### src/include/tlv_pkg.sv
// tlv_pkg: register map, source numbering and vector constants of the
// two-level vectored interrupt controller.
// assumes a 32-bit AHB-Lite bus with one aligned word per register.
package tlv_pkg;
	localparam int NUM_SRC = 22;
	localparam int IDX_W = 5;
	// ==========================================================
	// register indices; byte address is four times the index
	localparam logic [7:0] IDX_BASE_EN = 8'hA8;
	localparam logic [7:0] IDX_PORT1_FLAGS = 8'hAD;
	localparam logic [7:0] IDX_TIMER_FLAGS = 8'h88;
	localparam logic [7:0] IDX_BASE_PRIO = 8'hB8;
	localparam logic [7:0] IDX_EXT_EN_A = 8'hE6;
	localparam logic [7:0] IDX_EXT_EN_B = 8'hE7;
	localparam logic [7:0] IDX_PRIO_A = 8'hF6;
	localparam logic [7:0] IDX_PRIO_B = 8'hF7;
	localparam logic [7:0] IDX_STATUS = 8'hF0;
	// ==========================================================
	// reset values
	localparam logic [7:0] RST_REG8 = 8'h00;
	localparam logic [15:0] VEC_RESET = 16'h0000;
	// ==========================================================
	// vectors and source numbers
	localparam logic [15:0] VEC_FIRST = 16'h0003;
	localparam int VEC_STEP_SHIFT = 3;
	localparam logic [15:0] VEC_LAST = 16'h00AB;
	localparam logic [IDX_W-1:0] SRC_EXT0 = 5'd0;
	localparam logic [IDX_W-1:0] SRC_TIMER0 = 5'd1;
	localparam logic [IDX_W-1:0] SRC_EXT1 = 5'd2;
	localparam logic [IDX_W-1:0] SRC_TIMER1 = 5'd3;
	localparam int SRC_UNUSED = 20;
	// ==========================================================
	// field positions
	localparam int BIT_GLOBAL_EN = 7;
	localparam int BIT_TIMER0 = 5;
	localparam int BIT_TIMER1 = 7;
	localparam int BIT_PRIO_B_RSVD = 6;
	localparam int BIT_PORT1_LO = 4;
	// ==========================================================
	// latency figures in system clocks, kept for the core side
	localparam int DETECT_CYCLES = 1;
	localparam int CALL_CYCLES = 4;
	localparam int MIN_RESPONSE = DETECT_CYCLES + CALL_CYCLES;
	localparam int MAX_RESPONSE = 18;
endpackage : tlv_pkg

### src/tlv_irq_ctrl.sv
// tlv_irq_ctrl: collects the source flags, arbitrates two priority levels
// with a fixed tie order and presents one vector to the processor core.
// assumes the core pulses ack when it starts the call, return_from_irq when a return
// completes and instr_done after each other instruction; AHB-Lite slave.
// Function
// each source has a fixed vector, 0x0003 upward in steps of eight to 0x00AB
// equal level ties go to the lowest fixed order number
// counter array request is overflow OR any capture flag; UART is rx OR tx
// timer 2 request is overflow OR external flag
// every source has a priority bit, all reset to low
// high preempts running low routine; nothing preempts a high routine
// higher level request is served first among simultaneous requests
// pending requests are sampled and resolved every clock
// one cycle detect, then four cycle call by the core
// after a return one more instruction runs before the next call
// worst case response is eighteen clocks through return and divide
// requests at or below the running level wait for return plus one instruction
// priority register A maps comparator, counter array, window, two-wire, serial
// priority register B maps crystal, external 7..4, conversion done, timer 3
// bit 6 of priority register B reads zero
// external 4..7 vectors 0x0083..0x009B, flags in port 1 edge flags bits 4..7
// comparator falling and rising requests have their own vectors
// conversion done vectors to 0x007B, converter window to 0x0043
// crystal ready uses its flag, vector 0x00AB, enable bit 7 of enable B
// falling edge on port 1 pin sets matching external pending flag
// timer 0 and 1 flags clear by software or on vectoring
// active levels tracked, one level released per return
`timescale 1ns/10ps
module tlv_irq_ctrl (
	input wire logic hclk,
	input wire logic hresetn,
	input wire logic hsel,
	input wire logic [31:0] haddr,
	input wire logic [1:0] htrans,
	input wire logic hwrite,
	input wire logic [2:0] hsize,
	input wire logic [31:0] hwdata,
	input wire logic hready,
	output logic hreadyout,
	output logic hresp,
	output logic [31:0] hrdata,
	input wire logic ext0_flag,
	input wire logic ext1_flag,
	input wire logic timer0_overflow_set,
	input wire logic timer1_overflow_set,
	input wire logic uart_rx_flag,
	input wire logic uart_tx_flag,
	input wire logic timer2_overflow_flag,
	input wire logic timer2_external_flag,
	input wire logic serial_periph_flag,
	input wire logic twowire_flag,
	input wire logic conv_window_flag,
	input wire logic counter_array_overflow_flag,
	input wire logic [4:0] capture_module_flags,
	input wire logic [1:0] cmp_fall_flags,
	input wire logic [1:0] cmp_rise_flags,
	input wire logic timer3_flag,
	input wire logic conv_done_flag,
	input wire logic xtal_valid_flag,
	input wire logic [3:0] port1_pins,
	input wire logic core_irq_ack,
	input wire logic core_return_from_irq,
	input wire logic core_instr_done,
	output logic core_irq_req,
	output logic [15:0] core_irq_vector,
	output logic core_irq_level,
	output logic timer0_overflow_flag,
	output logic timer1_overflow_flag
);
	localparam int N = tlv_pkg::NUM_SRC;
	localparam int W = tlv_pkg::IDX_W;

	// ==========================================================
	// registers
	logic [7:0] base_irq_enable;
	logic [7:0] base_irq_priority;
	logic [7:0] ext_irq_enable_a;
	logic [7:0] ext_irq_enable_b;
	logic [7:0] ext_irq_priority_a;
	logic [7:0] ext_irq_priority_b;
	logic [3:0] port1_edge_flags;
	logic active_low;
	logic active_high;
	logic hold_after_return_from_irq;
	logic [W-1:0] req_idx;

	// ==========================================================
	// AHB-Lite slave, zero wait states
	logic dp_write;
	logic dp_valid;
	logic [7:0] dp_idx;
	wire addr_phase = hsel && htrans[1] && hready;
	wire [7:0] ap_idx = haddr[9:2];
	wire wr_now = dp_valid && dp_write;
	wire wr_base_en = wr_now && (dp_idx == tlv_pkg::IDX_BASE_EN);
	wire wr_base_prio = wr_now && (dp_idx == tlv_pkg::IDX_BASE_PRIO);
	wire wr_en_a = wr_now && (dp_idx == tlv_pkg::IDX_EXT_EN_A);
	wire wr_en_b = wr_now && (dp_idx == tlv_pkg::IDX_EXT_EN_B);
	wire wr_prio_a = wr_now && (dp_idx == tlv_pkg::IDX_PRIO_A);
	wire wr_prio_b = wr_now && (dp_idx == tlv_pkg::IDX_PRIO_B);
	wire wr_port1 = wr_now && (dp_idx == tlv_pkg::IDX_PORT1_FLAGS);
	wire wr_timers = wr_now && (dp_idx == tlv_pkg::IDX_TIMER_FLAGS);

	assign hreadyout = 1'b1;
	assign hresp = 1'b0;

	always_ff @(posedge hclk or negedge hresetn) begin
		if (!hresetn) begin
			dp_valid <= 1'b0;
			dp_write <= 1'b0;
			dp_idx <= tlv_pkg::RST_REG8;
		end else begin
			dp_valid <= addr_phase;
			dp_write <= hwrite;
			dp_idx <= ap_idx;
		end
	end

	// ==========================================================
	// port 1 pins: three flops, a level counts once stages two and three agree
	logic [3:0] p1_s1;
	logic [3:0] p1_s2;
	logic [3:0] p1_s3;
	logic [3:0] p1_level;
	wire [3:0] p1_agree = ~(p1_s2 ^ p1_s3);
	wire [3:0] p1_fall = p1_level & p1_agree & ~p1_s3;
	wire [3:0] p1_next_level = (p1_level & ~p1_agree) | (p1_s3 & p1_agree);
	wire [3:0] p1_clear = wr_port1 ? hwdata[7:4] : 4'h0;

	always_ff @(posedge hclk or negedge hresetn) begin
		if (!hresetn) begin
			p1_s1 <= 4'hF;
			p1_s2 <= 4'hF;
			p1_s3 <= 4'hF;
			p1_level <= 4'hF;
			port1_edge_flags <= 4'h0;
		end else begin
			p1_s1 <= port1_pins;
			p1_s2 <= p1_s1;
			p1_s3 <= p1_s2;
			p1_level <= p1_next_level;
			// a new edge wins over a software clear in the same cycle
			port1_edge_flags <= (port1_edge_flags & ~p1_clear) | p1_fall;
		end
	end

	// ==========================================================
	// pending, enable and priority vectors in fixed order
	logic [N-1:0] pending;
	logic [N-1:0] enabled;
	logic [N-1:0] level_hi;
	assign pending[0] = ext0_flag;
	assign pending[1] = timer0_overflow_flag;
	assign pending[2] = ext1_flag;
	assign pending[3] = timer1_overflow_flag;
	assign pending[4] = uart_rx_flag | uart_tx_flag;
	assign pending[5] = timer2_overflow_flag | timer2_external_flag;
	assign pending[6] = serial_periph_flag;
	assign pending[7] = twowire_flag;
	assign pending[8] = conv_window_flag;
	assign pending[9] = counter_array_overflow_flag | (|capture_module_flags);
	assign pending[10] = cmp_fall_flags[0];
	assign pending[11] = cmp_rise_flags[0];
	assign pending[12] = cmp_fall_flags[1];
	assign pending[13] = cmp_rise_flags[1];
	assign pending[14] = timer3_flag;
	assign pending[15] = conv_done_flag;
	assign pending[19:16] = port1_edge_flags;
	assign pending[20] = 1'b0;
	assign pending[21] = xtal_valid_flag;
	assign enabled = {ext_irq_enable_b[7], 1'b0, ext_irq_enable_b[5:0], ext_irq_enable_a,
		base_irq_enable[5:0]};
	assign level_hi = {ext_irq_priority_b[7], 1'b0, ext_irq_priority_b[5:0], ext_irq_priority_a,
		base_irq_priority[5:0]};

	// ==========================================================
	// arbitration, resolved every cycle
	wire [N-1:0] cand = pending & enabled & {N{base_irq_enable[tlv_pkg::BIT_GLOBAL_EN]}};
	wire [N-1:0] cand_hi = cand & level_hi;
	wire [N-1:0] cand_pick = (|cand_hi) ? cand_hi : cand;
	wire win_valid = |cand;
	wire win_hi = |cand_hi;
	logic [W-1:0] win_idx;

	always_comb begin
		win_idx = '0;
		for (int i = N - 1; i >= 0; i--) begin
			if (cand_pick[i]) begin
				win_idx = W'(i);
			end
		end
	end

	// low may start only when idle; high only when no high routine runs
	wire level_ok = win_hi ? !active_high : (!active_high && !active_low);
	// a return in flight blocks too, so the request never lands before the one instruction
	wire can_take = win_valid && level_ok && !hold_after_return_from_irq && !core_return_from_irq;
	wire next_req = can_take && !core_irq_ack;
	wire [15:0] next_vector = tlv_pkg::VEC_FIRST + (16'(win_idx) << tlv_pkg::VEC_STEP_SHIFT);

	always_ff @(posedge hclk or negedge hresetn) begin
		if (!hresetn) begin
			core_irq_req <= 1'b0;
			core_irq_vector <= tlv_pkg::VEC_RESET;
			core_irq_level <= 1'b0;
			req_idx <= '0;
		end else begin
			core_irq_req <= next_req;
			core_irq_vector <= next_vector;
			core_irq_level <= win_hi;
			req_idx <= win_idx;
		end
	end

	// ==========================================================
	// nesting state; the core owns the call and return timing
	wire take = core_irq_ack && core_irq_req;

	always_ff @(posedge hclk or negedge hresetn) begin
		if (!hresetn) begin
			active_low <= 1'b0;
			active_high <= 1'b0;
			hold_after_return_from_irq <= 1'b0;
		end else begin
			if (take && core_irq_level) begin
				active_high <= 1'b1;
			end else if (core_return_from_irq && active_high) begin
				active_high <= 1'b0;
			end
			if (take && !core_irq_level) begin
				active_low <= 1'b1;
			end else if (core_return_from_irq && !active_high) begin
				active_low <= 1'b0;
			end
			// return sets, one following instruction clears; set wins
			if (core_return_from_irq) begin
				hold_after_return_from_irq <= 1'b1;
			end else if (core_instr_done) begin
				hold_after_return_from_irq <= 1'b0;
			end
		end
	end

	// ==========================================================
	// timer 0/1 flags, cleared by write-one or by vectoring
	wire t0_vec = take && (req_idx == tlv_pkg::SRC_TIMER0);
	wire t1_vec = take && (req_idx == tlv_pkg::SRC_TIMER1);
	wire t0_sw = wr_timers && hwdata[tlv_pkg::BIT_TIMER0];
	wire t1_sw = wr_timers && hwdata[tlv_pkg::BIT_TIMER1];

	always_ff @(posedge hclk or negedge hresetn) begin
		if (!hresetn) begin
			timer0_overflow_flag <= 1'b0;
			timer1_overflow_flag <= 1'b0;
		end else begin
			timer0_overflow_flag <= timer0_overflow_set | (timer0_overflow_flag & ~(t0_vec | t0_sw));
			timer1_overflow_flag <= timer1_overflow_set | (timer1_overflow_flag & ~(t1_vec | t1_sw));
		end
	end

	// ==========================================================
	// configuration registers
	always_ff @(posedge hclk or negedge hresetn) begin
		if (!hresetn) begin
			base_irq_enable <= tlv_pkg::RST_REG8;
			base_irq_priority <= tlv_pkg::RST_REG8;
			ext_irq_enable_a <= tlv_pkg::RST_REG8;
			ext_irq_enable_b <= tlv_pkg::RST_REG8;
			ext_irq_priority_a <= tlv_pkg::RST_REG8;
			ext_irq_priority_b <= tlv_pkg::RST_REG8;
		end else begin
			if (wr_base_en) base_irq_enable <= hwdata[7:0];
			if (wr_base_prio) base_irq_priority <= {2'b00, hwdata[5:0]};
			if (wr_en_a) ext_irq_enable_a <= hwdata[7:0];
			if (wr_en_b) ext_irq_enable_b <= {hwdata[7], 1'b0, hwdata[5:0]};
			if (wr_prio_a) ext_irq_priority_a <= hwdata[7:0];
			if (wr_prio_b) ext_irq_priority_b <= {hwdata[7], 1'b0, hwdata[5:0]};
		end
	end

	// ==========================================================
	// read mux, registered at the address phase
	wire [7:0] status = {core_irq_req, hold_after_return_from_irq, active_high, active_low, 4'h0};
	logic [7:0] rd_sel;

	always_comb begin
		case (ap_idx)
			tlv_pkg::IDX_BASE_EN: rd_sel = base_irq_enable;
			tlv_pkg::IDX_BASE_PRIO: rd_sel = base_irq_priority;
			tlv_pkg::IDX_EXT_EN_A: rd_sel = ext_irq_enable_a;
			tlv_pkg::IDX_EXT_EN_B: rd_sel = ext_irq_enable_b;
			tlv_pkg::IDX_PRIO_A: rd_sel = ext_irq_priority_a;
			tlv_pkg::IDX_PRIO_B: rd_sel = ext_irq_priority_b & 8'hBF;
			tlv_pkg::IDX_PORT1_FLAGS: rd_sel = {port1_edge_flags, 4'h0};
			tlv_pkg::IDX_TIMER_FLAGS: rd_sel = {timer1_overflow_flag, 1'b0, timer0_overflow_flag, 5'h00};
			tlv_pkg::IDX_STATUS: rd_sel = status | {3'b000, req_idx};
			default: rd_sel = 8'h00;
		endcase
	end

	always_ff @(posedge hclk or negedge hresetn) begin
		if (!hresetn) begin
			hrdata <= 32'h0000_0000;
		end else if (addr_phase && !hwrite) begin
			hrdata <= {24'h00_0000, rd_sel};
		end
	end

	wire [N-1:0] lower_mask = N'((22'h00_0001 << win_idx) - 22'h00_0001);
endmodule : tlv_irq_ctrl

### config.mk
export PLATFORM = sky130hd
export DESIGN_NAME = tlv_irq_ctrl
export DESIGN_NICKNAME = d
export VERILOG_FILES = /design/src/include/tlv_pkg.sv /design/src/tlv_irq_ctrl.sv
export SDC_FILE = /design/constraint.sdc
export NUM_CORES = 1
export LEC_CHECK = 0
export BUFFER_PORTS_ARGS = -buffer_cell sky130_fd_sc_hd__buf_2
export CORE_ASPECT_RATIO = 1.4
export CORE_MARGIN = 1
export CORE_UTILIZATION = 55
export DETAILED_ROUTE_END_ITERATION = 8
export PLACE_DENSITY_LB_ADDON = 0.08
export SYNTH_ARGS = -nofsm -noshare
export SYNTH_HDL_FRONTEND = slang
export SYNTH_SLANG_ARGS = --single-unit
### constraint.sdc
create_clock -name hclk -period 4.63 [get_ports hclk]
set_input_delay 0.463 -clock hclk [delete_from_list [all_inputs] [get_ports hclk]]
set_output_delay 0.463 -clock hclk [all_outputs]
set_load 0.01 [all_outputs]
==> flow_summary.yaml <==
logic_synthesis:
  ys_warn_count: 0
  syn_area_mm2: 0.00494
  synth_edf_count: 0
  avgSynthCellArea_um2: 11.0
  ys_ff_latch: 95
  ys_async_sr_fraction: 1.00
  synth-main-ff-cell: "dfrtp_1"
  yosysSeqAreaShare: 0.485
  synth_cell_types: 66
  synthesis.instances: 448
placed_design:
  place_inst: 614
  post-dp-hpwl_mm: 10.2
  io_buffers: 71
  gp_congestion: 0.953
floorplanning:
  rows: 40
  chipWidth_um: 82.1
  start_util: 0.571
  die_h_um: 114
  die_area_mm2: 0.00937
  core-area_mm2: 0.00866
  io_pins: 159
cts:
  root_buffer: "clkbuf_16"
  h-tree-depth: 3
  post_cts_buffers: 0
  tritoncts: "done"
  cts_made_buffers: 9
  cts_hold_buf: 0
  clk_latency_ps: 350
  clock-sinks: 95
  clk_pin_slew_ps: 70
  clockBufferDepth: 2
  cts_resized: 0
timing:
  setup_viol: 0
  max_slew_margin: 0.241
  finalHoldViolCount: 0
  slew_violations: 0
  rsz0062_at_grt: "false"
  finalSetupTns_ps: 0
  worst_pin_slew_ps: 1130
  post-route-period-util: 0.749
  clock_skew_ps: 8.64
  fin_crit_ps: 3470
  fmax_ghz: 0.288
drt:
  first_pass_iters: 5
  drt-initial-drc-count: 267
  routed_wirelength_mm: 13.8
  wire_per_inst_um: 21.9
  drtAntennaViolNets: 0
  num_vias: 4041
  drc: 0
  vias_per_cell: 6.41
worst_setup_path:
  r2r_start: "base_irq_enable[7]$_DFFE_PN0P_"
  rrSetupSlack_ps: 1160
  r2r_end: "req_idx[0]$_DFF_PN0_"
  cp.arrival_ps: 3690
  cp-start-kind: "flop"
  crit_type: "reg -> reg"
  worstPathMaxFanout: 21
  required_ps: 4850
  crit_top_cell: "a2111oi_4"
  critPathMaxStageDelay_ps: 640
  cpMaxStageDelayCell: "a2111oi_4"
  ff2ff_path_depth: 9
  crit_chain: "buf_4, and3_1, a22o_1, a2111oi_4, and2_4, o21ai_0, and3_4, a2111oi_4, o22ai_1"
  critPathCaptureType: "flop"
grt:
  grt_use_met3: 0.0606
  grt_max_degree: 63
  antenna_found_initial: 0
  grt.total_usage: 0.314
  grt-busiest-layer: "met2"
  grt_first_pass_wirelength_mm: 21.0
  grt_overflow: 0
  grt_pass1_vias: 3792
  use_met2: 0.510
  use_met1: 0.391
final_layout:
  syn2layout_area_growth_pct: 12.1
  fillers: 722
  final_nets: 625
  finalNonFillerCells: 630
  diodes: 0
  drive_gt1_frac: 0.326
power_and_ir_drop:
  peakVddDrop_mv: 0.257
  leakage_nw: 2.55
  power_density_mw_per_mm2: 315
min_path:
  hold_class: "in -> async"
run_status:
  status: "finished clean"
flow_run:
  maxCapViolCount: 0
## through the flow
stage               worst slack [ps]  total power, mW  hold WS (ps)  instance area [µm²]   util
finish                          1160             1.75          47.9                 5540  0.640
global route                    1030             1.82          74.0                 5540  0.640
CTS                             1230             1.76          56.6                 5540  0.640
detailed placement              1070             1.07           348                 5260  0.607
global placement                1080             1.06           346                 5260  0.607
floorplan                       1650             1.01           167                 5070      -
## layout by cell type, fill, tap and decap left out, types with 4 or more instances in the layout
master	count
a22oi_1	8
o2111ai_1	4
a22o_1	6
nand4_1	18
nor3_1	4
nor2_1	21
o22ai_1	5
dfstp_2	16
a31oi_1	5
buf_4	4
a21oi_1	11
o21a_1	7
dfrtp_1	79
o21ai_0	23
nor2b_1	4
nand2_1	28
mux2_2	49
maj3_1	4
clkbuf_16	9
and3_1	14
buf_2	70
a221oi_1	9
nand3_1	11
conb_1	36
inv_1	11
mux2i_1	5
## sequential cells by signal, indices dropped and copies added, names as in the netlist, 4 cells and up, named ones only
name                flops
ext_irq_enable_b        7
ext_irq_enable_a        8
req_idx                 5
base_irq_enable         8
dp_idx                  8
hrdata                  8
ext_irq_priority_a      8
base_irq_priority       6
p1_s3                   4
p1_s1                   4
p1_s2                   4
port1_edge_flags        4
ext_irq_priority_b      7
## worst max-delay path, delay by kind of cell, from the launching register on
family                 cells  cell delay, ps
DFF                        1             540
buffers and inverters      1             280
AOI/OAI and AO/OA          5            1630
and+or+nand+nor            3             870
## final cells by class
type                    instances  area, µm²  area share
repair buffers                 74        380      0.0687
clock buffers                   9        225      0.0407
multi-input cells             329       2310       0.417
inverters                      11       41.3     0.00746
clock inverters                 7       53.8     0.00972
well taps                     105        131      0.0237
flip-flops and latches         95       2400       0.433
## Yosys cell counts, types with 5 or more instances
master    number  share of area
a22oi_1        8          0.012
a31oi_1        5         0.0063
nor3_1         5         0.0051
nand3_1       11          0.011
o21a_1         7          0.011
a21oi_1       11          0.011
buf_4         36          0.055
nor2_1        21          0.016
o22ai_1        5         0.0063
nand4_1       18          0.023
inv_1         11         0.0084
o21ai_0       23          0.023
a221oi_1       9          0.016
dfstp_2       16          0.085
a22o_1         6          0.011
dfrtp_1       79           0.40
mux2i_1        5          0.010
and3_1        14          0.018
mux2_2        49           0.11
clkbuf_1       8         0.0061
nand2_1       28          0.021
## where the power goes
part / leakage, nW / total [mW] / switching [mW] / internal, mW
Sequential: 1.17 / 0.892 / 0.0268 / 0.865
Combinational: 1.25 / 0.162 / 0.104 / 0.0581
Clock: 0.136 / 0.693 / 0.324 / 0.370
Total: 2.55 / 1.75 / 0.454 / 1.29
## worst max-delay path by stage
stage | start | endpoint | slack, ps
4_1_cts | base_irq_enable[7]$_DFFE_PN0P_ | req_idx[0]$_DFF_PN0_ | 1230
5_1_grt | base_irq_enable[7]$_DFFE_PN0P_ | req_idx[0]$_DFF_PN0_ | 1030
6_report | base_irq_enable[7]$_DFFE_PN0P_ | req_idx[0]$_DFF_PN0_ | 1160
2_1_floorplan | capture_module_flags[1] | req_idx[0]$_DFF_PN0_ | 1650
3_3_place_gp | capture_module_flags[1] | req_idx[0]$_DFF_PN0_ | 1080
3_5_place_dp | capture_module_flags[1] | req_idx[0]$_DFF_PN0_ | 1070
## cells by family after synthesis
| kind of cell | share of synthesized area |
|---|---|
| AO/OA/AOI/OAI | 0.168 |
| adder cells (fa/ha/maj) | 0.00811 |
| buffers and inverters | 0.0765 |
| flip-flops | 0.485 |
| multiplexers | 0.122 |
| other | 0.00152 |
| AND/OR/NAND/NOR | 0.139 |
## metal layers
metal | wire length [µm] | vias to the layer above
met2 | 6750 | 261
li1 | - | 1763
met4 | 546 | 0
met3 | 1110 | 47
met5 | 0 | -
met1 | 5380 | 1970
Power figures use the tool's default switching activity.
